### config.mk
export PLATFORM = sky130hd
export DESIGN_NAME = gsp_port
export DESIGN_NICKNAME = d
export VERILOG_FILES = /design/src/verilog/gsp_pkg.sv /design/src/verilog/gsp_fct_if.sv /design/src/verilog/gsp_forecast_calc.sv /design/src/verilog/gsp_port.sv
export SDC_FILE = /design/constraint.sdc
export NUM_CORES = 1
export LEC_CHECK = 0
export BUFFER_PORTS_ARGS = -buffer_cell sky130_fd_sc_hd__buf_2
export CAP_MARGIN = 30
export CORE_MARGIN = 4
export CORE_UTILIZATION = 50
export CTS_CLUSTER_SIZE = 30
export DETAILED_ROUTE_END_ITERATION = 10
export PLACE_DENSITY = 0.69
export SYNTH_ARGS = -nofsm -noshare
export SYNTH_HDL_FRONTEND = slang
export SYNTH_SLANG_ARGS = --single-unit
export TNS_END_PERCENT = 50
### constraint.sdc
create_clock -name ref_clk -period 9.2 [get_ports ref_clk]
set_input_delay 0.92 -clock ref_clk [delete_from_list [all_inputs] [get_ports ref_clk]]
set_output_delay 0.92 -clock ref_clk [all_outputs]
set_load 0.01 [all_outputs]
### src/verilog/gsp_pkg.sv
// Shared constants for the gauge subcommand and status port
package gsp_pkg;
	// Byte locations of the register pairs
	localparam logic [7:0] GSP_ADDR_CMD_LO = 8'h00;
	localparam logic [7:0] GSP_ADDR_CMD_HI = 8'h01;
	localparam logic [7:0] GSP_ADDR_RATE_LO = 8'h02;
	localparam logic [7:0] GSP_ADDR_RATE_HI = 8'h03;
	localparam logic [7:0] GSP_ADDR_TTE_LO = 8'h04;
	localparam logic [7:0] GSP_ADDR_TTE_HI = 8'h05;
	localparam logic [7:0] GSP_ADDR_TEMP_LO = 8'h06;
	localparam logic [7:0] GSP_ADDR_TEMP_HI = 8'h07;
	localparam logic [7:0] GSP_ADDR_VOLT_LO = 8'h08;
	localparam logic [7:0] GSP_ADDR_VOLT_HI = 8'h09;
	localparam logic [7:0] GSP_ADDR_FLAG_LO = 8'h0a;
	localparam logic [7:0] GSP_ADDR_FLAG_HI = 8'h0b;

	// Subcommand codes
	localparam logic [15:0] GSP_CMD_OTG_ON = 16'h0015;
	localparam logic [15:0] GSP_CMD_OTG_OFF = 16'h0016;
	localparam logic [15:0] GSP_CMD_HALF_ON = 16'h0017;
	localparam logic [15:0] GSP_CMD_PROF_ZERO = 16'h0018;
	localparam logic [15:0] GSP_CMD_PROF_ONE = 16'h0019;
	localparam logic [15:0] GSP_CMD_CHG_RELEASE = 16'h001a;
	localparam logic [15:0] GSP_CMD_CHG_BLOCK = 16'h001b;
	localparam logic [15:0] GSP_CMD_HOST_GRANT = 16'h001c;
	localparam logic [15:0] GSP_CMD_HOST_REVOKE = 16'h001d;
	localparam logic [15:0] GSP_CMD_HALF_OFF = 16'h001e;
	localparam logic [15:0] GSP_CMD_CFG_REV = 16'h001f;
	localparam logic [15:0] GSP_CMD_SEAL = 16'h0020;
	localparam logic [15:0] GSP_CMD_GAUGE_START = 16'h0021;
	localparam logic [15:0] GSP_CMD_FULL_RESET = 16'h0041;
	localparam logic [15:0] GSP_CMD_SHIP_ON = 16'h0050;
	localparam logic [15:0] GSP_CMD_SHIP_OFF = 16'h0051;

	// Reset values and fixed figures
	localparam logic [15:0] GSP_RATE_RESET = 16'h0000;
	localparam logic [15:0] GSP_TEMP_RESET = 16'h0000;
	localparam logic [15:0] GSP_TTE_IDLE = 16'hffff;
	localparam logic [15:0] GSP_TTE_MAX = 16'hfffe;
	localparam logic [15:0] GSP_VOLT_MAX_MV = 16'h1770;
	localparam logic [7:0] GSP_GAUGE_ENABLE_VAL = 8'h01;
	localparam logic [15:0] GSP_MIN_PER_HOUR = 16'h003c;

	// Flag word bit positions
	localparam int GSP_FLAG_OVER_TEMP = 15;
	localparam int GSP_FLAG_UNDER_TEMP = 14;
	localparam int GSP_FLAG_CALIB = 12;
	localparam int GSP_FLAG_HALF_CUR = 11;
	localparam int GSP_FLAG_HOST_CTRL = 10;
	localparam int GSP_FLAG_FULL_CHG = 9;
	localparam int GSP_FLAG_CHARGING = 8;
	localparam int GSP_FLAG_GOOD_OCV = 5;
	localparam int GSP_FLAG_AWAIT_ID = 4;
	localparam int GSP_FLAG_BATT_DET = 3;
	localparam int GSP_FLAG_SOC_ONE = 2;
	localparam int GSP_FLAG_SYS_DOWN = 1;
	localparam int GSP_FLAG_DISCHG = 0;

	// Recompute period and its cycle count
	localparam int unsigned GSP_CLK_HZ = 250000000;
	localparam int unsigned GSP_REFRESH_S = 1;
	localparam int unsigned GSP_REFRESH_CYCLES = GSP_CLK_HZ * GSP_REFRESH_S;

	typedef enum logic [2:0] {
		GSP_DIV_IDLE = 3'b001,
		GSP_DIV_RUN = 3'b010,
		GSP_DIV_DONE = 3'b100
	} gsp_div_state_t;
endpackage

### src/verilog/gsp_fct_if.sv
// Link between the port logic and the forecast calculator
`timescale 1ns/1ps
interface gsp_fct_if;
	logic start;
	logic [15:0] rate;
	logic [15:0] capacity;
	logic [15:0] timeToEmpty;
	logic busy;
	modport port (output start, output rate, output capacity, input timeToEmpty, input busy);
	modport calc (input start, input rate, input capacity, output timeToEmpty, output busy);
endinterface

### src/verilog/gsp_forecast_calc.sv
// Forecast time-to-empty calculator, serial restoring divider
`timescale 1ns/1ps
module gsp_forecast_calc (
	// Clock and reset
	input wire logic ref_clk,
	input wire logic resetn,
	// Port side
	gsp_fct_if.calc fct
);
	import gsp_pkg::*;

	gsp_div_state_t state_q;
	logic [31:0] dividend_q;
	logic [15:0] divisor_q;
	logic [16:0] remain_q;
	logic [31:0] quot_q;
	logic [5:0] step_q;
	logic [15:0] tte_q;
	wire logic [16:0] trialRem;
	wire logic trialOk;
	wire logic [15:0] magnitude;
	wire logic discharging;
	wire logic [31:0] charge;

	assign discharging = fct.rate[15];
	assign magnitude = 16'(-fct.rate);
	assign charge = 32'(fct.capacity) * 32'(GSP_MIN_PER_HOUR);
	assign trialRem = {remain_q[15:0], dividend_q[31]};
	assign trialOk = trialRem >= {1'b0, divisor_q};
	assign fct.timeToEmpty = tte_q;
	assign fct.busy = state_q != GSP_DIV_IDLE;

	always_ff @(posedge ref_clk or negedge resetn) begin
		if (!resetn) begin
			state_q <= GSP_DIV_IDLE;
			dividend_q <= 32'h0;
			divisor_q <= 16'h0;
			remain_q <= 17'h0;
			quot_q <= 32'h0;
			step_q <= 6'h0;
			tte_q <= GSP_TTE_IDLE;
		end else begin
			unique case (state_q)
				GSP_DIV_IDLE: begin
					if (fct.start && !discharging) begin
						// Zero or charging rate has no time-to-empty
						tte_q <= GSP_TTE_IDLE;
					end else if (fct.start) begin
						dividend_q <= charge;
						divisor_q <= magnitude;
						remain_q <= 17'h0;
						quot_q <= 32'h0;
						step_q <= 6'h0;
						state_q <= GSP_DIV_RUN;
					end
				end
				GSP_DIV_RUN: begin
					remain_q <= trialOk ? 17'(trialRem - {1'b0, divisor_q}) : trialRem;
					quot_q <= {quot_q[30:0], trialOk};
					dividend_q <= {dividend_q[30:0], 1'b0};
					step_q <= 6'(step_q + 6'h1);
					if (step_q == 6'h1f) begin
						state_q <= GSP_DIV_DONE;
					end
				end
				GSP_DIV_DONE: begin
					// Clamp keeps the idle code reserved for a zero or charging rate
					tte_q <= (quot_q > 32'(GSP_TTE_MAX)) ? GSP_TTE_MAX : quot_q[15:0];
					state_q <= GSP_DIV_IDLE;
				end
			endcase
		end
	end
endmodule

### src/verilog/gsp_port.sv
// Gauge subcommand decoder, charger control and status word port
// Behaviour
// - Host writes 16-bit subcommand at 0x00/0x01; results read back there.
// - 0x0015 turns charger OTG mode on, 0x0016 turns it off.
// - 0x0017 halves programmed charge current, 0x001E restores full current.
// - 0x0018 clears profile select; removal sequence if it was one.
// - 0x0019 sets profile select; removal sequence if it was zero.
// - 0x001B forces charger active-low enable high, blocking charge.
// - 0x001A releases the forced high; algorithm drives enable again.
// - 0x001C grants host-mode charger control only if command-not-required clear.
// - 0x001D revokes host-mode control only if command-not-required clear.
// - 0x001F returns the stored 16-bit configuration revision, default zero.
// - 0x0020 moves access state from unsealed to sealed.
// - 0x0021 while unsealed starts gauging, enable 0x01, sets voltage-ok and update.
// - 0x0041 while unsealed performs a full reset of the device.
// - 0x0050 turns battery switch off after the configured delay.
// - 0x0051 cancels pending switch-off, or turns it on with VBUS present.
// - Forecast rate at 0x02/0x03 is signed mA, read-write, resets zero.
// - Time-to-empty is 0 to 65534 minutes, 65535 when rate is zero or positive.
// - Time-to-empty refreshes within one second of a write, then every second.
// - Temperature word in 0.1 K; with write option, writes stick and read back.
// - Both options zero: temperature read returns the internal sensor.
// - Voltage word at 0x08/0x09 is read-only millivolts, 0 to 6000.
// - Status flag word at 0x0A carries the listed status bits.
// - Under- and over-temperature flags follow the detected conditions.
//
// Local design decision: the address-and-strobe port.
`timescale 1ns/1ps
module gsp_port
	import gsp_pkg::*;
#(
	parameter int unsigned REFRESH_CYCLES = gsp_pkg::GSP_REFRESH_CYCLES,
	parameter int DELAY_W = 16
) (
	// Clock and reset
	input wire logic ref_clk,
	input wire logic resetn,
	// Register port
	input wire logic [7:0] regAddr,
	input wire logic [7:0] regWrData,
	input wire logic regWrStrobe,
	input wire logic regRdStrobe,
	output logic [7:0] regRdData,
	// Configuration from nonvolatile storage, same clock
	input wire logic cmdNotRequired,
	input wire logic writeTemperatureOption,
	input wire logic sensorSelectOption,
	input wire logic [15:0] configRevision,
	input wire logic [DELAY_W-1:0] shipDelaySeconds,
	// Pin-level status from outside the clock domain
	input wire logic vbusPresent,
	input wire logic overTempCond,
	input wire logic underTempCond,
	input wire logic calibrationActive,
	input wire logic fullCharge,
	input wire logic goodRestVoltage,
	input wire logic awaitingPackId,
	input wire logic batteryDetected,
	input wire logic chargeThresholdOne,
	input wire logic systemShutdown,
	input wire logic dischargingCond,
	input wire logic voltagesUnsuitable,
	input wire logic algoChargeEnableN,
	input wire logic [15:0] measuredVoltage,
	input wire logic [15:0] internalTemp,
	input wire logic [15:0] externalTemp,
	input wire logic [15:0] remainingCapacity,
	// Charger control
	output logic otgEnable,
	output logic chargeEnableN,
	output logic halfCurrent,
	output logic hostControl,
	output logic batteryPowerSwitchOn,
	// Gauge state
	output logic packProfileSelect,
	output logic packRemovalPulse,
	output logic gaugingStartPulse,
	output logic [7:0] gaugingEnable,
	output logic voltageOkFlag,
	output logic capacityUpdateEnable,
	output logic sealed,
	output logic fullResetPulse
);
	import gsp_pkg::*;

	localparam int SYNC_W = 13 + 64;

	// Two-stage synchroniser for everything that arrives from pins
	logic [SYNC_W-1:0] syncA_q;
	logic [SYNC_W-1:0] syncB_q;
	wire logic [SYNC_W-1:0] pinBundle;
	wire logic sVbus;
	wire logic sOverTemp;
	wire logic sUnderTemp;
	wire logic sCalib;
	wire logic sFullChg;
	wire logic sGoodOcv;
	wire logic sAwaitId;
	wire logic sBattDet;
	wire logic sSocOne;
	wire logic sSysDown;
	wire logic sDischg;
	wire logic sVoltsBad;
	wire logic sAlgoCeN;
	wire logic [15:0] sVoltage;
	wire logic [15:0] sIntTemp;
	wire logic [15:0] sExtTemp;
	wire logic [15:0] sCapacity;

	assign pinBundle = {vbusPresent, overTempCond, underTempCond, calibrationActive, fullCharge,
		goodRestVoltage, awaitingPackId, batteryDetected, chargeThresholdOne, systemShutdown,
		dischargingCond, voltagesUnsuitable, algoChargeEnableN, measuredVoltage, internalTemp,
		externalTemp, remainingCapacity};
	assign {sVbus, sOverTemp, sUnderTemp, sCalib, sFullChg, sGoodOcv, sAwaitId, sBattDet,
		sSocOne, sSysDown, sDischg, sVoltsBad, sAlgoCeN, sVoltage, sIntTemp, sExtTemp,
		sCapacity} = syncB_q;

	// Multi-bit values are slow analogue readings; a torn sample lasts one cycle only
	always_ff @(posedge ref_clk or negedge resetn) begin
		if (!resetn) begin
			syncA_q <= '0;
			syncB_q <= '0;
		end else begin
			syncA_q <= pinBundle;
			syncB_q <= syncA_q;
		end
	end

	// Register state
	logic [15:0] cmdWord_q;
	logic [7:0] rateLo_q;
	logic [15:0] rate_q;
	logic [7:0] tempLo_q;
	logic [15:0] temp_q;
	logic otg_q;
	logic blockChg_q;
	logic half_q;
	logic host_q;
	logic prof_q;
	logic removal_q;
	logic gstart_q;
	logic [7:0] genable_q;
	logic vok_q;
	logic qen_q;
	logic sealed_q;
	logic fullReset_q;
	logic shipPending_q;
	logic switchOn_q;
	logic [DELAY_W-1:0] shipCount_q;
	logic execute_q;
	logic rateCommit_q;
	logic [7:0] rdData_q;
	logic [31:0] tickCount_q;
	logic tick_q;

	// Address decode
	wire logic wrCmdLo;
	wire logic wrCmdHi;
	wire logic wrRateLo;
	wire logic wrRateHi;
	wire logic wrTempLo;
	wire logic wrTempHi;
	assign wrCmdLo = regWrStrobe && regAddr == GSP_ADDR_CMD_LO;
	assign wrCmdHi = regWrStrobe && regAddr == GSP_ADDR_CMD_HI;
	assign wrRateLo = regWrStrobe && regAddr == GSP_ADDR_RATE_LO;
	assign wrRateHi = regWrStrobe && regAddr == GSP_ADDR_RATE_HI;
	assign wrTempLo = regWrStrobe && regAddr == GSP_ADDR_TEMP_LO;
	assign wrTempHi = regWrStrobe && regAddr == GSP_ADDR_TEMP_HI;

	// Subcommand decode, one cycle after the high byte lands
	wire logic isOtgOn;
	wire logic isOtgOff;
	wire logic isHalfOn;
	wire logic isHalfOff;
	wire logic isProfZero;
	wire logic isProfOne;
	wire logic isChgRelease;
	wire logic isChgBlock;
	wire logic isHostGrant;
	wire logic isHostRevoke;
	wire logic isCfgRev;
	wire logic isSeal;
	wire logic isGaugeStart;
	wire logic isFullReset;
	wire logic isShipOn;
	wire logic isShipOff;
	assign isOtgOn = execute_q && cmdWord_q == GSP_CMD_OTG_ON;
	assign isOtgOff = execute_q && cmdWord_q == GSP_CMD_OTG_OFF;
	assign isHalfOn = execute_q && cmdWord_q == GSP_CMD_HALF_ON;
	assign isHalfOff = execute_q && cmdWord_q == GSP_CMD_HALF_OFF;
	assign isProfZero = execute_q && cmdWord_q == GSP_CMD_PROF_ZERO;
	assign isProfOne = execute_q && cmdWord_q == GSP_CMD_PROF_ONE;
	assign isChgRelease = execute_q && cmdWord_q == GSP_CMD_CHG_RELEASE;
	assign isChgBlock = execute_q && cmdWord_q == GSP_CMD_CHG_BLOCK;
	assign isHostGrant = execute_q && cmdWord_q == GSP_CMD_HOST_GRANT && !cmdNotRequired;
	assign isHostRevoke = execute_q && cmdWord_q == GSP_CMD_HOST_REVOKE && !cmdNotRequired;
	assign isCfgRev = execute_q && cmdWord_q == GSP_CMD_CFG_REV;
	assign isSeal = execute_q && cmdWord_q == GSP_CMD_SEAL;
	// Sealed refusals simply match nothing
	assign isGaugeStart = execute_q && cmdWord_q == GSP_CMD_GAUGE_START && !sealed_q;
	assign isFullReset = execute_q && cmdWord_q == GSP_CMD_FULL_RESET && !sealed_q;
	assign isShipOn = execute_q && cmdWord_q == GSP_CMD_SHIP_ON;
	assign isShipOff = execute_q && cmdWord_q == GSP_CMD_SHIP_OFF;

	// One-second enable for forecast refresh and ship delay
	wire logic tickWrap;
	assign tickWrap = tickCount_q == 32'(REFRESH_CYCLES - 1);

	always_ff @(posedge ref_clk or negedge resetn) begin
		if (!resetn) begin
			tickCount_q <= 32'h0;
			tick_q <= 1'b0;
		end else begin
			tickCount_q <= tickWrap ? 32'h0 : 32'(tickCount_q + 32'h1);
			tick_q <= tickWrap;
		end
	end

	// Forecast calculator
	gsp_fct_if fct ();
	logic pendingCalc_q;
	assign fct.rate = rate_q;
	assign fct.capacity = sCapacity;
	// A write or tick during a running division is held, not lost
	assign fct.start = pendingCalc_q && !fct.busy;

	gsp_forecast_calc u_calc (
		.ref_clk(ref_clk),
		.resetn(resetn),
		.fct(fct)
	);

	always_ff @(posedge ref_clk or negedge resetn) begin
		if (!resetn) begin
			pendingCalc_q <= 1'b0;
		end else if (rateCommit_q || tick_q) begin
			pendingCalc_q <= 1'b1;
		end else if (fct.start) begin
			pendingCalc_q <= 1'b0;
		end
	end

	// Host-facing words
	always_ff @(posedge ref_clk or negedge resetn) begin
		if (!resetn) begin
			cmdWord_q <= 16'h0;
			execute_q <= 1'b0;
			rateLo_q <= 8'h0;
			rate_q <= GSP_RATE_RESET;
			rateCommit_q <= 1'b0;
			tempLo_q <= 8'h0;
			temp_q <= GSP_TEMP_RESET;
		end else if (fullReset_q) begin
			cmdWord_q <= 16'h0;
			execute_q <= 1'b0;
			rateLo_q <= 8'h0;
			rate_q <= GSP_RATE_RESET;
			rateCommit_q <= 1'b0;
			tempLo_q <= 8'h0;
			temp_q <= GSP_TEMP_RESET;
		end else begin
			execute_q <= wrCmdHi;
			rateCommit_q <= wrRateHi;
			if (wrCmdLo) begin
				cmdWord_q[7:0] <= regWrData;
			end else if (isCfgRev) begin
				cmdWord_q <= configRevision;
			end
			if (wrCmdHi) begin
				cmdWord_q[15:8] <= regWrData;
			end
			// Low byte is staged so the word changes atomically
			if (wrRateLo) begin
				rateLo_q <= regWrData;
			end
			if (wrRateHi) begin
				rate_q <= {regWrData, rateLo_q};
			end
			if (wrTempLo) begin
				tempLo_q <= regWrData;
			end
			if (wrTempHi && writeTemperatureOption) begin
				temp_q <= {regWrData, tempLo_q};
			end
		end
	end

	// Charger and gauge control state
	always_ff @(posedge ref_clk or negedge resetn) begin
		if (!resetn) begin
			otg_q <= 1'b0;
			blockChg_q <= 1'b0;
			half_q <= 1'b0;
			host_q <= 1'b0;
			prof_q <= 1'b0;
			removal_q <= 1'b0;
			gstart_q <= 1'b0;
			genable_q <= 8'h0;
			vok_q <= 1'b0;
			qen_q <= 1'b0;
			sealed_q <= 1'b0;
			fullReset_q <= 1'b0;
		end else if (fullReset_q) begin
			otg_q <= 1'b0;
			blockChg_q <= 1'b0;
			half_q <= 1'b0;
			host_q <= 1'b0;
			prof_q <= 1'b0;
			removal_q <= 1'b0;
			gstart_q <= 1'b0;
			genable_q <= 8'h0;
			vok_q <= 1'b0;
			qen_q <= 1'b0;
			sealed_q <= 1'b0;
			fullReset_q <= 1'b0;
		end else begin
			if (isOtgOn) begin
				otg_q <= 1'b1;
			end else if (isOtgOff) begin
				otg_q <= 1'b0;
			end
			if (isHalfOn) begin
				half_q <= 1'b1;
			end else if (isHalfOff) begin
				half_q <= 1'b0;
			end
			if (isChgBlock) begin
				blockChg_q <= 1'b1;
			end else if (isChgRelease) begin
				blockChg_q <= 1'b0;
			end
			if (isHostGrant) begin
				host_q <= 1'b1;
			end else if (isHostRevoke) begin
				host_q <= 1'b0;
			end
			if (isProfZero) begin
				prof_q <= 1'b0;
			end else if (isProfOne) begin
				prof_q <= 1'b1;
			end
			// Removal only on an actual profile change
			removal_q <= (isProfZero && prof_q) || (isProfOne && !prof_q);
			if (isSeal) begin
				sealed_q <= 1'b1;
			end
			gstart_q <= isGaugeStart;
			if (isGaugeStart) begin
				genable_q <= GSP_GAUGE_ENABLE_VAL;
				qen_q <= 1'b1;
				vok_q <= 1'b1;
			end else if (sVoltsBad) begin
				vok_q <= 1'b0;
			end
			fullReset_q <= isFullReset;
		end
	end

	// Ship mode delay, counted in one-second ticks
	wire logic shipExpire;
	assign shipExpire = shipPending_q && tick_q && shipCount_q == '0;

	always_ff @(posedge ref_clk or negedge resetn) begin
		if (!resetn) begin
			shipPending_q <= 1'b0;
			switchOn_q <= 1'b1;
			shipCount_q <= '0;
		end else if (fullReset_q) begin
			shipPending_q <= 1'b0;
			switchOn_q <= 1'b1;
			shipCount_q <= '0;
		end else if (isShipOn) begin
			shipPending_q <= 1'b1;
			shipCount_q <= shipDelaySeconds;
		end else if (isShipOff) begin
			shipPending_q <= 1'b0;
			if (!switchOn_q && sVbus) begin
				switchOn_q <= 1'b1;
			end
		end else if (shipExpire) begin
			shipPending_q <= 1'b0;
			switchOn_q <= 1'b0;
		end else if (shipPending_q && tick_q) begin
			shipCount_q <= DELAY_W'(shipCount_q - 1'b1);
		end
	end

	// Read-side words
	wire logic [15:0] tempRead;
	wire logic [15:0] voltRead;
	logic [15:0] flagWord;
	wire logic [7:0] rdMux;
	wire logic chargingNow;

	assign tempRead = writeTemperatureOption ? temp_q :
		(sensorSelectOption ? sExtTemp : sIntTemp);
	assign voltRead = (sVoltage > GSP_VOLT_MAX_MV) ? GSP_VOLT_MAX_MV : sVoltage;
	assign chargingNow = !chargeEnableN;

	// Status word assembly
	always_comb begin
		flagWord = 16'h0;
		flagWord[GSP_FLAG_OVER_TEMP] = sOverTemp;
		flagWord[GSP_FLAG_UNDER_TEMP] = sUnderTemp;
		flagWord[GSP_FLAG_CALIB] = sCalib;
		flagWord[GSP_FLAG_HALF_CUR] = half_q;
		flagWord[GSP_FLAG_HOST_CTRL] = host_q;
		flagWord[GSP_FLAG_FULL_CHG] = sFullChg;
		flagWord[GSP_FLAG_CHARGING] = chargingNow;
		flagWord[GSP_FLAG_GOOD_OCV] = sGoodOcv;
		flagWord[GSP_FLAG_AWAIT_ID] = sAwaitId;
		flagWord[GSP_FLAG_BATT_DET] = sBattDet;
		flagWord[GSP_FLAG_SOC_ONE] = sSocOne;
		flagWord[GSP_FLAG_SYS_DOWN] = sSysDown;
		flagWord[GSP_FLAG_DISCHG] = sDischg;
	end

	// Unmapped addresses read as zero
	assign rdMux =
		(regAddr == GSP_ADDR_CMD_LO) ? cmdWord_q[7:0] :
		(regAddr == GSP_ADDR_CMD_HI) ? cmdWord_q[15:8] :
		(regAddr == GSP_ADDR_RATE_LO) ? rate_q[7:0] :
		(regAddr == GSP_ADDR_RATE_HI) ? rate_q[15:8] :
		(regAddr == GSP_ADDR_TTE_LO) ? fct.timeToEmpty[7:0] :
		(regAddr == GSP_ADDR_TTE_HI) ? fct.timeToEmpty[15:8] :
		(regAddr == GSP_ADDR_TEMP_LO) ? tempRead[7:0] :
		(regAddr == GSP_ADDR_TEMP_HI) ? tempRead[15:8] :
		(regAddr == GSP_ADDR_VOLT_LO) ? voltRead[7:0] :
		(regAddr == GSP_ADDR_VOLT_HI) ? voltRead[15:8] :
		(regAddr == GSP_ADDR_FLAG_LO) ? flagWord[7:0] :
		(regAddr == GSP_ADDR_FLAG_HI) ? flagWord[15:8] : 8'h00;

	always_ff @(posedge ref_clk or negedge resetn) begin
		if (!resetn) begin
			rdData_q <= 8'h0;
		end else begin
			rdData_q <= regRdStrobe ? rdMux : 8'h0;
		end
	end

	// Outputs
	assign regRdData = rdData_q;
	assign otgEnable = otg_q;
	assign chargeEnableN = blockChg_q | sAlgoCeN;
	assign halfCurrent = half_q;
	assign hostControl = host_q;
	assign batteryPowerSwitchOn = switchOn_q;
	assign packProfileSelect = prof_q;
	assign packRemovalPulse = removal_q;
	assign gaugingStartPulse = gstart_q;
	assign gaugingEnable = genable_q;
	assign voltageOkFlag = vok_q;
	assign capacityUpdateEnable = qen_q;
	assign sealed = sealed_q;
	assign fullResetPulse = fullReset_q;
endmodule

# After elaboration in Yosys (flattened, before gate mapping)
# Index checks and enable logic that the tools add are counted.
classes:
  n_mux: 94
  bitwise_logic: 2
  shifts: 0
  div: 0
  n_eq_ne: 42
  addsub: 5
  n_lt_le_gt_ge: 3
  reduce_logical: 72
  multipliers: 1
op_table:
  columns: ["cell", "n"]
  rows:
  - ["16-bit 2-to-1 mux", 19]
  - ["16-bit by 5-bit equality test with 1-bit output (second input constant)", 11]
  - ["8-bit 2-to-1 mux", 22]
  - ["32-bit 2-to-1 mux", 5]
  - ["32-bit one-hot mux with 2 select lines", 2]
  - ["16-bit one-hot mux with 2 select lines", 2]
  - ["16-bit by 7-bit equality test with 1-bit output (second input constant)", 3]
  - ["1-bit 2-to-1 mux", 37]
  - ["1-bit logical AND", 34]
  - ["32-bit by 1-bit adder with 32-bit output (second input constant)", 1]
  - ["16-bit by 6-bit equality test with 1-bit output (second input constant)", 2]
  - ["32-bit by 28-bit equality test with 1-bit output (second input constant)", 1]
  - ["8-bit by 3-bit equality test with 1-bit output (second input constant)", 4]
  - ["8-bit by 4-bit equality test with 1-bit output (second input constant)", 4]
  - ["32-bit by 16-bit > comparator with 1-bit output (second input constant)", 1]
  - ["3-bit nonzero test", 10]
  - ["16-bit by 4-bit multiplier with 20-bit output (second input constant)", 1]
  - ["2-bit nonzero test", 9]
  - ["17-bit by 16-bit >= comparator with 1-bit output", 1]
  - ["8-bit by 2-bit equality test with 1-bit output (second input constant)", 2]
  - ["16-bit by 13-bit > comparator with 1-bit output (second input constant)", 1]
  - ["16-bit zero test", 1]
  - ["16-bit negation", 1]
  - ["16-bit by 1-bit subtractor with 16-bit output (second input constant)", 1]
  - ["24 further kinds", 44]
totals:
  romBits: 0
  memories: 0
  mem_bits_rw: 0
  wordCells: 255
  ff_bits: 420
  inputBits: 132
  latch_bits: 0
  output_inout_bits: 28

# Logic depth before layout (Yosys ltp)
# Gate-level depths: netlist of run 1.
logic_depth:
  word_depth: 15
  depth_mapped: 13
  depth_no_buf: 13

# Modules after synthesis
# A second synthesis of run 1 with hierarchy kept.
unflattened:
  cells_unflattened: 1850
  area_unflattened_um2: 19537.5
modules_own_cells:
  columns: ["module", "n_inst", "area_each_um2", "seq_area_each_um2", "cells_each"]
  rows:
  - ["gsp_port", 1, 12089.1, 7283.2, 1042]
  - ["gsp_forecast_calc", 1, 7448.4, 2999.1, 808]

# Worst setup path after synthesis of run 1
# OpenSTA, ideal clock, no wires.
synth_timing:
  path_kind: "register to register"
  from: "reg syncB_q[6]"
  to: "reg u_calc.dividend_q[19]"
  arrival_time_ns: 3.471
  required_ns: 9.071
  path_slack_ns: 5.600
  path_buffers: 0
  setup_time_ns: 0.129
  path_stages_with_launch: 14
  synth_period_minus_slack_ns: 3.600
  path_cell_list: "dfrtp_1 > inv_1 > fa_1 > fa_1 > inv_1 > ha_1 > or3_1 > nand2b_1 > o211ai_1 > o211ai_1 > or4_1 > a31oi_1 > xor2_1 > o21ai_1"
synth_between:
  elab_chain_cells: 4
synth_lines:
  columns: ["item", "line_no", "rtl"]
  rows:
  - ["start: declaration", "gsp_port.sv:90", "logic [SYNC_W-1:0] syncB_q;"]
  - ["start signal: assignment", "gsp_port.sv:125", "syncB_q <= syncA_q;"]
  - ["16-bit by 4-bit multiplier with 20-bit output", "gsp_forecast_calc.sv:27", "assign charge = 32'(fct.capacity) * 32'(GSP_MIN_PER_HOUR);"]
  - ["32-bit 2-to-1 mux", "gsp_forecast_calc.sv:48", "end else if (fct.start) begin"]
  - ["32-bit 2-to-1 mux", "gsp_forecast_calc.sv:45", "if (fct.start && !discharging) begin"]
  - ["32-bit one-hot mux with 2 select lines", "gsp_forecast_calc.sv:43", "unique case (state_q)"]
  - ["end signal: assignment", "gsp_forecast_calc.sv:49", "dividend_q <= charge;"]
  - ["end signal: assignment", "gsp_forecast_calc.sv:60", "dividend_q <= {dividend_q[30:0], 1'b0};"]
  - ["end: declaration", "gsp_forecast_calc.sv:13", "logic [31:0] dividend_q;"]
# No other way between the ends. The select of a mux whose other input is x is not followed.
# A chain may end at the register's enable or synchronous reset.

# Final worst setup path of run 1
layout_timing:
  from: "reg syncB_q[3]"
  to: "reg u_calc.dividend_q[20]"
# The elaborated chain is that of the path after synthesis.

==> impl_metrics.yaml, run 1 <==
power_and_ir_drop:
  vdd_drop_max_uv: 152
  powerDensity_nw_per_um2: 203
  switchingPower_mw: 1.14
  power_frac_clock_pct: 40.3
  p_int_mw: 3.17
  p_seq_share_pct: 47.5
  power.share.combinational_pct: 12.2
  swShare_pct: 26.4
  leakage_nw: 9.93
  finalPower_mw: 4.30
clock_network:
  clock_latency_ns: 0.58
  postCtsHoldBufs: 0
  cts_tree: "done"
  cts_setup_buffers: 0
  clock_sinks: 410
  numCtsBuffers: 42
  ctsRootBufferMaster: "clkbuf_16"
  htreeDepth: 2
  cts_buffer_depth: 3
  clk_pin_slew_worst_paths_ns: 0.06
  cts-resized-gates: 0
global_routing:
  grt_pass1_wl_um: 68800
  antenna_found_initial: 1
  grt_pass1_vias: 13500
  grt_max_degree: 157
  grt-ovfl-total: 0
  grt_use_total_pct: 20.6
yosys:
  synth_top_area_share_pct: 52.8
  syn_area_um2: 18600
  yosys-top-cells-area: "dfrtp_1, nand2_1, fa_1, ha_1, nor2_1"
  synth.largest_area_cell: "dfrtp_1"
  ys.flop_type: "dfrtp_1"
  yosysWarnings: 0
  synth_most_common_cell: "dfrtp_1"
  ys_async_sr_fraction_pct: 100
  synth_edf_count: 0
  ys_types: 75
  ys_top_cells_by_count: "dfrtp_1, nand2_1, nor2_1"
  synth-seq-cells: 410
  avgSynthCellArea_um2: 10.7
  yosysSeqAreaShare_pct: 55.3
  syn-instance-count: 1738
min_path:
  hp-start: "syncA_q[18]"
  hold_depth: 0
  holdCritPathClass: "flip-flop to flip-flop"
sta:
  worst_slew_pin_slew_ns: 0.980
  slew_headroom_pct: 34.6
  fin_setup_tns_ns: 0
  skew_ns: 0.0265
  setup-violations-final: 0
  fin_ws_ns: 5.23
  max_freq_mhz: 252
  rsz0062_at_grt: "no"
  period_share_pct: 43.1
  hold_violations: 0
  drv_slew: 0
  period_minus_slack_ns: 3.97
run:
  cap_violations: 0
cells_and_area:
  finalInstanceArea_um2: 21200
  utilization_pct: 57.9
  area_growth_pct: 13.9
  drive_above_1_share_pct: 15.8
  final_nets: 2074
floorplanning:
  rows: 70
  die_area_um2: 40300
  start_util_pct: 50.8
  core-area_um2: 36600
  ios: 160
  die_w_um: 201
  die_height_um: 201
placement:
  place_worst_setup_slack_ns: 5.27
  placed_area_um2: 19700
  hpwl_um: 28500
  place_congestion: 0.837
  port_buffers: 152
critical_path:
  r2r_start: "syncB_q[3]"
  cp-end-kind: "flip-flop"
  crit_required_ns: 9.62
  crit_type: "flip-flop to flip-flop"
  arrival_ns: 4.39
  reg2regPathDepth: 13
  critPathMaxFanout: 4
  critPathLaunchType: "flip-flop"
  startpoint: "syncB_q[3]"
outcome:
  status: "complete, no violations"
routing:
  avgRoutedWirePerCell_um: 17.5
  wl_um: 41400
  drt_iter0_drc: 833
  viasPerCell: 5.62
  drtAntennaViolNets: 0
  dr.pass1.iters: 5
  dr_total_vias: 13300
  drc_errors: 0
[layout by cell type (no fill, tap or decap), types with 10 or more instances in the layout]
| cell | count |
|---|---|
| a211oi_1 | 20 |
| a21oi_1 | 75 |
| a22o_1 | 24 |
| a22oi_1 | 21 |
| and3_1 | 12 |
| buf_2 | 152 |
| buf_4 | 11 |
| clkbuf_16 | 42 |
| dfrtp_1 | 391 |
| dfstp_2 | 18 |
| fa_1 | 30 |
| ha_1 | 43 |
| inv_1 | 84 |
| mux2_2 | 18 |
| mux2i_1 | 48 |
| nand2_1 | 229 |
| nand2b_1 | 11 |
| nand3_1 | 80 |
| nand4_1 | 23 |
| nor2_1 | 130 |
| nor2b_1 | 14 |
| nor3_1 | 30 |
| nor4_1 | 21 |
| o21ai_0 | 84 |
| o22a_1 | 15 |
| o22ai_1 | 10 |
| or3_1 | 12 |
| xnor2_1 | 36 |
| xor2_1 | 43 |
[logic make-up after synthesis]
group                    after synthesis  synth area share (%)
AO/OA/AOI/OAI                        323                  11.3
AND/OR/NAND/NOR                      607                  15.1
buffers and inverters                171                  3.72
adder cells (fa/ha/maj)               73                  6.13
flip-flops                           410                  55.3
other                                  1                0.0202
XOR/XNOR                              79                  3.72
multiplexers                          74                  4.64
[state kept, by name (all words and copies together) (netlist names), 16 cells and up]
name / count
temp_q: 16
fct.rate: 16
shipCount_q: 16
cmdWord_q: 16
u_calc.remain_q: 16
syncA_q: 77
syncB_q: 77
u_calc.fct.timeToEmpty: 16
tickCount_q: 32
u_calc.quot_q: 32
u_calc.dividend_q: 30
u_calc.divisor_q: 16
[per-layer routing]
layer,global-route usage (%),part of all wire (%),vias to the layer above
met5,0,0,-
met4,6.93,2.7,0
met3,3.70,5.4,79
met2,32.9,47,355
met1,28.9,45,6616
li1,-,-,6286
[path summary, 6_finish.rpt]
| path | slack [ns] | to |
|---|---|---|
| hold / removal | 0.35 | syncB_q[18] |
| max in group asynchronous | 7.30 | cmdWord_q[14] |
| setup reg to reg | 5.23 | u_calc.dividend_q[20] |
| hold reg to reg | 0.35 | syncB_q[18] |
| setup / recovery | 5.23 | u_calc.dividend_q[20] |
| min in group asynchronous | 0.39 | syncA_q[1] |
[power groups by stage]
stage	registers [mW]	logic, mW	clock network [mW]
2_1_floorplan	2.03	0.376	0
3_3_place_gp	2.07	0.510	0
3_5_place_dp	2.07	0.531	0
4_1_cts	2.04	0.533	1.78
5_1_grt	2.06	0.613	1.85
6_report	2.04	0.526	1.73
[area by class of cell]
type	count	area, um^2
multi-input cells	1163	7650
repair buffers	167	905
flip-flops and latches	410	10300
inverters	85	319
clock buffers	56	1150
fillers	3104	15400
clock inverters	21	277
well taps	468	586
diodes	1	2.50
[worst max-delay path, stage by stage, from the launching register on]
cell      delay [ns]
dfrtp_1         0.41
inv_1           0.18
fa_1            0.46
fa_1            0.51
inv_1           0.04
ha_1            0.33
nor2b_1         0.17
o31a_1          0.27
o21ai_0         0.23
a21oi_1         0.14
o41ai_1         0.53
o21bai_1        0.17
o31ai_1         0.21
o311ai_0        0.17
[through the flow]
step | hold slack, ns | std cells
after floorplan | 0.331 | 1744
after global placement | 0.334 | 2289
after detailed placement | 0.335 | 2293
after CTS | 0.347 | 2370
after global routing | 0.349 | 2370
final | 0.347 | 2371
(Power assumes the default switching activity.)
==> run 2: changes to the inputs <==
--- a/config.mk
+++ b/config.mk
@@ -11,7 +11,7 @@
 export CORE_UTILIZATION = 50
 export CTS_CLUSTER_SIZE = 30
 export DETAILED_ROUTE_END_ITERATION = 10
-export PLACE_DENSITY = 0.69
+export PLACE_DENSITY = 0.71
 export SYNTH_ARGS = -nofsm -noshare
 export SYNTH_HDL_FRONTEND = slang
 export SYNTH_SLANG_ARGS = --single-unit
==> constraint.sdc (replaced) <==
create_clock -name ref_clk -period 3.45 [get_ports ref_clk]
set_input_delay 0.345 -clock ref_clk [delete_from_list [all_inputs] [get_ports ref_clk]]
set_output_delay 0.345 -clock ref_clk [all_outputs]
set_load 0.01 [all_outputs]
==> run 2 against run 1 <==
The flow now finishes with violations (negative setup slack). Register-to-register slack worse by 5.5 ns. Critical path depth stayed put. Largest cell class unchanged. Fmax up 7.4%. Flip-flop and latch count unchanged. Design area rose by 6.6%. Critical endpoint is now u_calc.dividend_q[19]. Clock-buffer cell count is 4 higher. Worst hold slack worse by 0.32 ns. Power rose to 2.8 times the previous value. Sequential share of layout area shrank 3.0 points. Via count increased by 4.2%.
==> impl_metrics.yaml, run 2 (synthesized netlist as in run 1, its figures left out) <==
outcome:
  status: "finished, violations left"
  violations: "negative setup slack"
power_and_ir_drop:
  switchingPower_mw: 3.16
  power_frac_clock_pct: 40.9
  leakage_nw: 10.6
  p_seq_share_pct: 45.0
  powerDensity_nw_per_um2: 536
  power.share.combinational_pct: 14.1
  finalPower_mw: 12.1
  vdd_drop_max_uv: 583
  swShare_pct: 26.1
  p_int_mw: 8.95
sta:
  period_share_pct: 107
  fin_ws_ns: -0.243
  worst_hold_slack_ns: 0.0275
  rsz0062_at_grt: "yes"
  max_freq_mhz: 271
  fin_setup_tns_ns: -0.826
  skew_ns: 0.0254
  period_minus_slack_ns: 3.69
  drv_slew: 0
  setup-violations-final: 6
  slew_headroom_pct: 38.9
  worst_slew_pin_slew_ns: 0.917
  hold_violations: 0
global_routing:
  antenna_found_initial: 1
  grt_max_degree: 97
  grt_use_total_pct: 22.0
  grt_pass1_vias: 14200
  grt-ovfl-total: 0
  grt_pass1_wl_um: 73200
cells_and_area:
  finalInstanceArea_um2: 22600
  drive_above_1_share_pct: 18.0
  layout_common_cells: "dfrtp_1, nand2_1, buf_2"
  final_nets: 2210
  diodes: 0
  final_common_cell: "dfrtp_1"
  fillers: 2885
  top_regs: "syncA_q x77, syncB_q x77"
  area_growth_pct: 21.5
placement:
  place_congestion: 0.876
  hpwl_um: 29100
  port_buffers: 152
  placed_area_um2: 20100
critical_path:
  rrSetupSlack_ns: -0.24
  r2r_start: "syncB_q[6]"
  rr_endpoint: "u_calc.dividend_q[19]"
  crit_end: "u_calc.dividend_q[19]"
  arrival_ns: 4.10
  max_stage_delay_ns: 0.52
  startpoint: "syncB_q[6]"
  crit_type: "flip-flop to flip-flop"
  worstPathCellList: "inv_2 > fa_1 > fa_1 > inv_1 > ha_1 > or3_4 > nand2b_4 > o211ai_1 > o211ai_1 > or4_1 > a31oi_2 > xor2_1 > o21ai_1"
  worst_path_max_delay_cell: "fa_1"
  critPathMaxFanout: 4
  cp-end-kind: "flip-flop"
  reg2regPathDepth: 13
  crit_required_ns: 3.86
  critPathLaunchType: "flip-flop"
clock_network:
  htreeDepth: 2
  numCtsBuffers: 44
  ctsRootBufferMaster: "clkbuf_16"
  clk_pin_slew_worst_paths_ns: 0.06
  cts_buffer_depth: 3
  clock_sinks: 410
  clock_latency_ns: 0.58
  cts_tree: "done"
routing:
  drc_errors: 0
  viasPerCell: 5.55
  wl_um: 44400
  dr.pass1.iters: 5
  dr_total_vias: 13900
  drtAntennaViolNets: 0
  avgRoutedWirePerCell_um: 17.7
  drt_iter0_drc: 797
min_path:
  holdCritPathClass: "input port to flip-flop"
floorplanning:
  die_w_um: 201
  die_height_um: 201
  ios: 160
  core-area_um2: 36600
  start_util_pct: 50.8
  rows: 70
  die_area_um2: 40300
run:
  cap_violations: 0
run 2: cell types whose count changed in the layout (fill, tap and decap cells not counted), moves of 2 or more:
cell           delta
buf_12            +3
buf_4            +51
bufinv_16         +2
clkbuf_16         +3
clkinvlp_4        -2
dlygate4sd3_1    +83
ha_1              -2
inv_1             -5
inv_2             +5
run 2: how the worst min path moves through the flow:
| stage | from | to | slack [ns] | cells after the start |
|---|---|---|---|---|
| 2_1_floorplan | resetn | blockChg_q | 0.05 | 0 |
| 3_3_place_gp | syncA_q[13] | syncB_q[13] | 0.33 | 0 |
| 3_5_place_dp | syncA_q[37] | syncB_q[37] | 0.33 | 0 |
| 4_1_cts | shipDelaySeconds[12] | shipCount_q[12] | 0.003 | 2 |
| 5_1_grt | shipDelaySeconds[12] | shipCount_q[12] | 0.002 | 2 |
| 6_report | shipDelaySeconds[12] | shipCount_q[12] | 0.03 | 2 |
run 2: power groups by stage:
stage,Combinational [mW],Clock (mW),Sequential (mW)
finish,1.70,4.95,5.45
global route,1.93,5.24,5.49
CTS,1.65,5.03,5.45
detailed placement,1.53,0,5.52
global placement,1.48,0,5.51
floorplan,1.01,0,5.42
run 2: through the flow:
stage | worst slack [ns] | instances | utilization [%]
final | -0.243 | 2507 | 61.7
after global routing | -0.402 | 2507 | 61.7
after CTS | -0.197 | 2502 | 61.5
after detailed placement | -0.242 | 2336 | 54.9
after global placement | -0.170 | 2336 | 54.9
after floorplan | -0.0924 | 1744 | -
run 2: area by class of cell:
class,instances,area (um^2),share of cell area (%)
tap,468,586,2.59
inverter,85,319,1.41
clock inverter,20,308,1.36
clock buffer,60,1230,5.46
timing repair buffer,301,2150,9.51
multi-input combinational,1163,7710,34.1
sequential,410,10300,45.5
run 2: worst max-delay path, delay by kind of cell (launching register included):
kind / cells / cell delay, ns
xor gates and xnor gates: 1 / 0.17
buffers and inverters: 2 / 0.14
and+or+nand+nor: 3 / 1.02
AOI/OAI and AO/OA: 4 / 0.68
DFF: 1 / 0.37
adders and majority gates: 3 / 1.17
run 2: timing repair:
item | 4_1_cts | 5_1_grt
setup buffers | 3 | 5
endpoints found under the hold margin | 166 | 0
gates resized for setup | 6 | 6
hold buffers | 83 | 0
setup endpoints to repair | 6 | 7
pin swaps | 7 | 7
run 2: per-layer routing:
metal	track usage [%]	share of wire, %
met3	4.20	5.2
met1	30.0	44
met2	36.2	48
met5	0	0.029
met4	6.64	2.6
==> run 3: changes to the inputs <==
--- a/config.mk
+++ b/config.mk
@@ -11,7 +11,7 @@
 export CORE_UTILIZATION = 50
 export CTS_CLUSTER_SIZE = 30
 export DETAILED_ROUTE_END_ITERATION = 10
-export PLACE_DENSITY = 0.71
+export PLACE_DENSITY = 0.69
 export SYNTH_ARGS = -nofsm -noshare
 export SYNTH_HDL_FRONTEND = slang
 export SYNTH_SLANG_ARGS = --single-unit
==> constraint.sdc (replaced) <==
create_clock -name ref_clk -period 3.8 [get_ports ref_clk]
set_input_delay 0.38 -clock ref_clk [delete_from_list [all_inputs] [get_ports ref_clk]]
set_output_delay 0.38 -clock ref_clk [all_outputs]
set_load 0.01 [all_outputs]
==> run 3 against run 2 <==
The flow now finishes without violations. Design area shrank 1.1%. Combinational power shrank 15%. Worst hold slack gained 0.0092 ns. Critical path depth grew 2. Power shrank 9.1%. Final cell count shrank 1.6%. Sequential share of layout area grew 0.48 points. Die area is the same. Via count shrank 0.65%. Clock-buffer cell count shrank 6. Sequential power shrank 9.4%. Highest routed layer is now met4.
==> impl_metrics.yaml, run 3 (synthesized netlist as in run 1, its figures left out) <==
clock_network:
  cts_buffer_depth: 3
  clk_pin_slew_worst_paths_ns: 0.06
  numCtsBuffers: 42
  clock_sinks: 410
  clock_latency_ns: 0.60
  ctsRootBufferMaster: "clkbuf_16"
  cts_tree: "done"
  htreeDepth: 2
power_and_ir_drop:
  p_int_mw: 8.13
  switchingPower_mw: 2.87
  leakage_nw: 10.4
  power_frac_clock_pct: 42.0
  power.share.combinational_pct: 13.1
  vdd_drop_max_uv: 543
  powerDensity_nw_per_um2: 492
  swShare_pct: 26.1
  p_seq_share_pct: 44.9
sta:
  max_freq_mhz: 270
  rsz0062_at_grt: "yes"
  skew_ns: 0.0417
  period_minus_slack_ns: 3.71
  worst_slew_pin_slew_ns: 0.905
  fin_setup_tns_ns: 0
  period_share_pct: 97.5
  slew_headroom_pct: 39.7
  drv_slew: 0
  setup-violations-final: 0
  hold_violations: 0
critical_path:
  rrSetupSlack_ns: 0.09
  worstPathCellList: "inv_2 > buf_4 > fa_1 > fa_1 > inv_1 > ha_1 > nor2b_1 > o31a_1 > o21ai_1 > a21oi_1 > o41ai_2 > buf_4 > o21bai_1 > a211oi_1 > o21ai_0"
  crit_required_ns: 4.23
  max_stage_delay_ns: 0.53
  reg2regPathDepth: 15
  critPathLaunchType: "flip-flop"
  worst_path_max_delay_cell: "fa_1"
  r2r_start: "syncB_q[3]"
  crit_type: "flip-flop to flip-flop"
  cp-end-kind: "flip-flop"
  arrival_ns: 4.14
  rr_endpoint: "u_calc.dividend_q[18]"
  critPathMaxFanout: 4
cells_and_area:
  area_growth_pct: 20.2
  final_common_cell: "dfrtp_1"
  drive_above_1_share_pct: 17.0
  finalInstanceArea_um2: 22400
  final_nets: 2170
  layout_common_cells: "dfrtp_1, nand2_1, buf_2"
  top_regs: "syncA_q x77, syncB_q x77"
  utilization_pct: 61.0
  diodes: 0
global_routing:
  grt-ovfl-total: 0
  grt_pass1_wl_um: 72400
  grtUsageMet1_pct: 30.2
  grt_use_total_pct: 21.8
  antenna_found_initial: 0
  use_met2_pct: 35.6
  grt_max_degree: 108
  grt-busiest-layer: "met2"
  met3_usage_pct: 3.60
  grt_pass1_vias: 14100
floorplanning:
  start_util_pct: 50.8
  rows: 70
  die_height_um: 201
  die_w_um: 201
  ios: 160
  core-area_um2: 36600
  die_area_um2: 40300
min_path:
  hp-start: "shipDelaySeconds[8]"
  holdCritPathClass: "input port to flip-flop"
  hold_depth: 2
  hold_path_end: "shipCount_q[8]"
routing:
  drtAntennaViolNets: 0
  dr.pass1.iters: 7
  dr_total_vias: 13800
  avgRoutedWirePerCell_um: 17.9
  wl_um: 44100
  drt_iter0_drc: 887
  drc_errors: 0
  viasPerCell: 5.60
placement:
  placed_area_um2: 19900
  port_buffers: 152
  place_congestion: 0.877
  hpwl_um: 29000
run:
  cap_violations: 0
outcome:
  status: "complete, no violations"
==> run 3: cell count changes in the layout (fill, tap and decap cells not counted), sizes merged <==
cell,delta
clkinv,+2
bufinv,+2
dlygate4sd3,-5
inv,-2
clkbuf,-6
clkinvlp,+1
buf,-33
==> run 3: routing by layer <==
metal	up-vias	routed length, um
li1	6475	-
met1	6872	19300
met2	382	21200
met3	82	2380
met4	0	1200
met5	-	0
==> run 3: per-stage QoR <==
stage	total power [mW]	cells	setup slack (ns)	hold WS (ns)
finish	11.0	2466	0.0940	0.0366
global route	11.5	2466	-0.0926	0.0154
CTS	11.0	2462	-0.00894	0.00339
detailed placement	6.33	2307	-0.0188	0.335
global placement	6.27	2307	0.0816	0.334
floorplan	5.83	1744	0.200	0.0844
==> run 3: worst max-delay path by stage <==
stage                    start                     to  slack (ns)  cells after the start
finish              syncB_q[3]  u_calc.dividend_q[18]        0.09                     15
global route        syncB_q[3]  u_calc.dividend_q[19]       -0.09                     13
CTS                 syncB_q[3]  u_calc.dividend_q[19]      -0.009                     13
detailed placement  syncB_q[3]  u_calc.dividend_q[20]       -0.02                     13
global placement    syncB_q[5]  u_calc.dividend_q[19]        0.08                     13
floorplan           syncB_q[6]  u_calc.dividend_q[19]        0.20                     13
==> run 3: power groups by stage <==
stage	clock, mW	combinational (mW)	sequential, mW
final	4.62	1.44	4.94
after global routing	4.90	1.64	4.98
after CTS	4.71	1.40	4.94
after detailed placement	0	1.32	5.01
after global placement	0	1.27	5.00
after floorplan	0	0.911	4.92
==> run 3: area by class of cell <==
type                       count  area, um^2
tap                          468         586
clock buffer                  54        1200
multi-input combinational   1163        7720
timing repair buffer         263        1850
clock inverter                23         394
fill                        2927       14300
inverter                      85         324
sequential                   410       10300
==> run 3: worst max-delay path, delay by kind of cell (launching register included) <==
family,cells,cell delay [ns]
AND/OR/NAND/NOR,1,0.17
flip-flops,1,0.40
adder cells (fa/ha/maj),3,1.28
buffers and inverters,4,0.45
AO/OA/AOI/OAI,7,1.26
==> run 3: timing repair <==
action / 4_1_cts / 5_1_grt
setup buffers: 0 / 4
endpoints found under the setup margin: 3 / 4
gates resized for setup: 4 / 17
endpoints found under the hold margin: 177 / 0
hold buffers: 78 / 0
pin swaps: 0 / 13
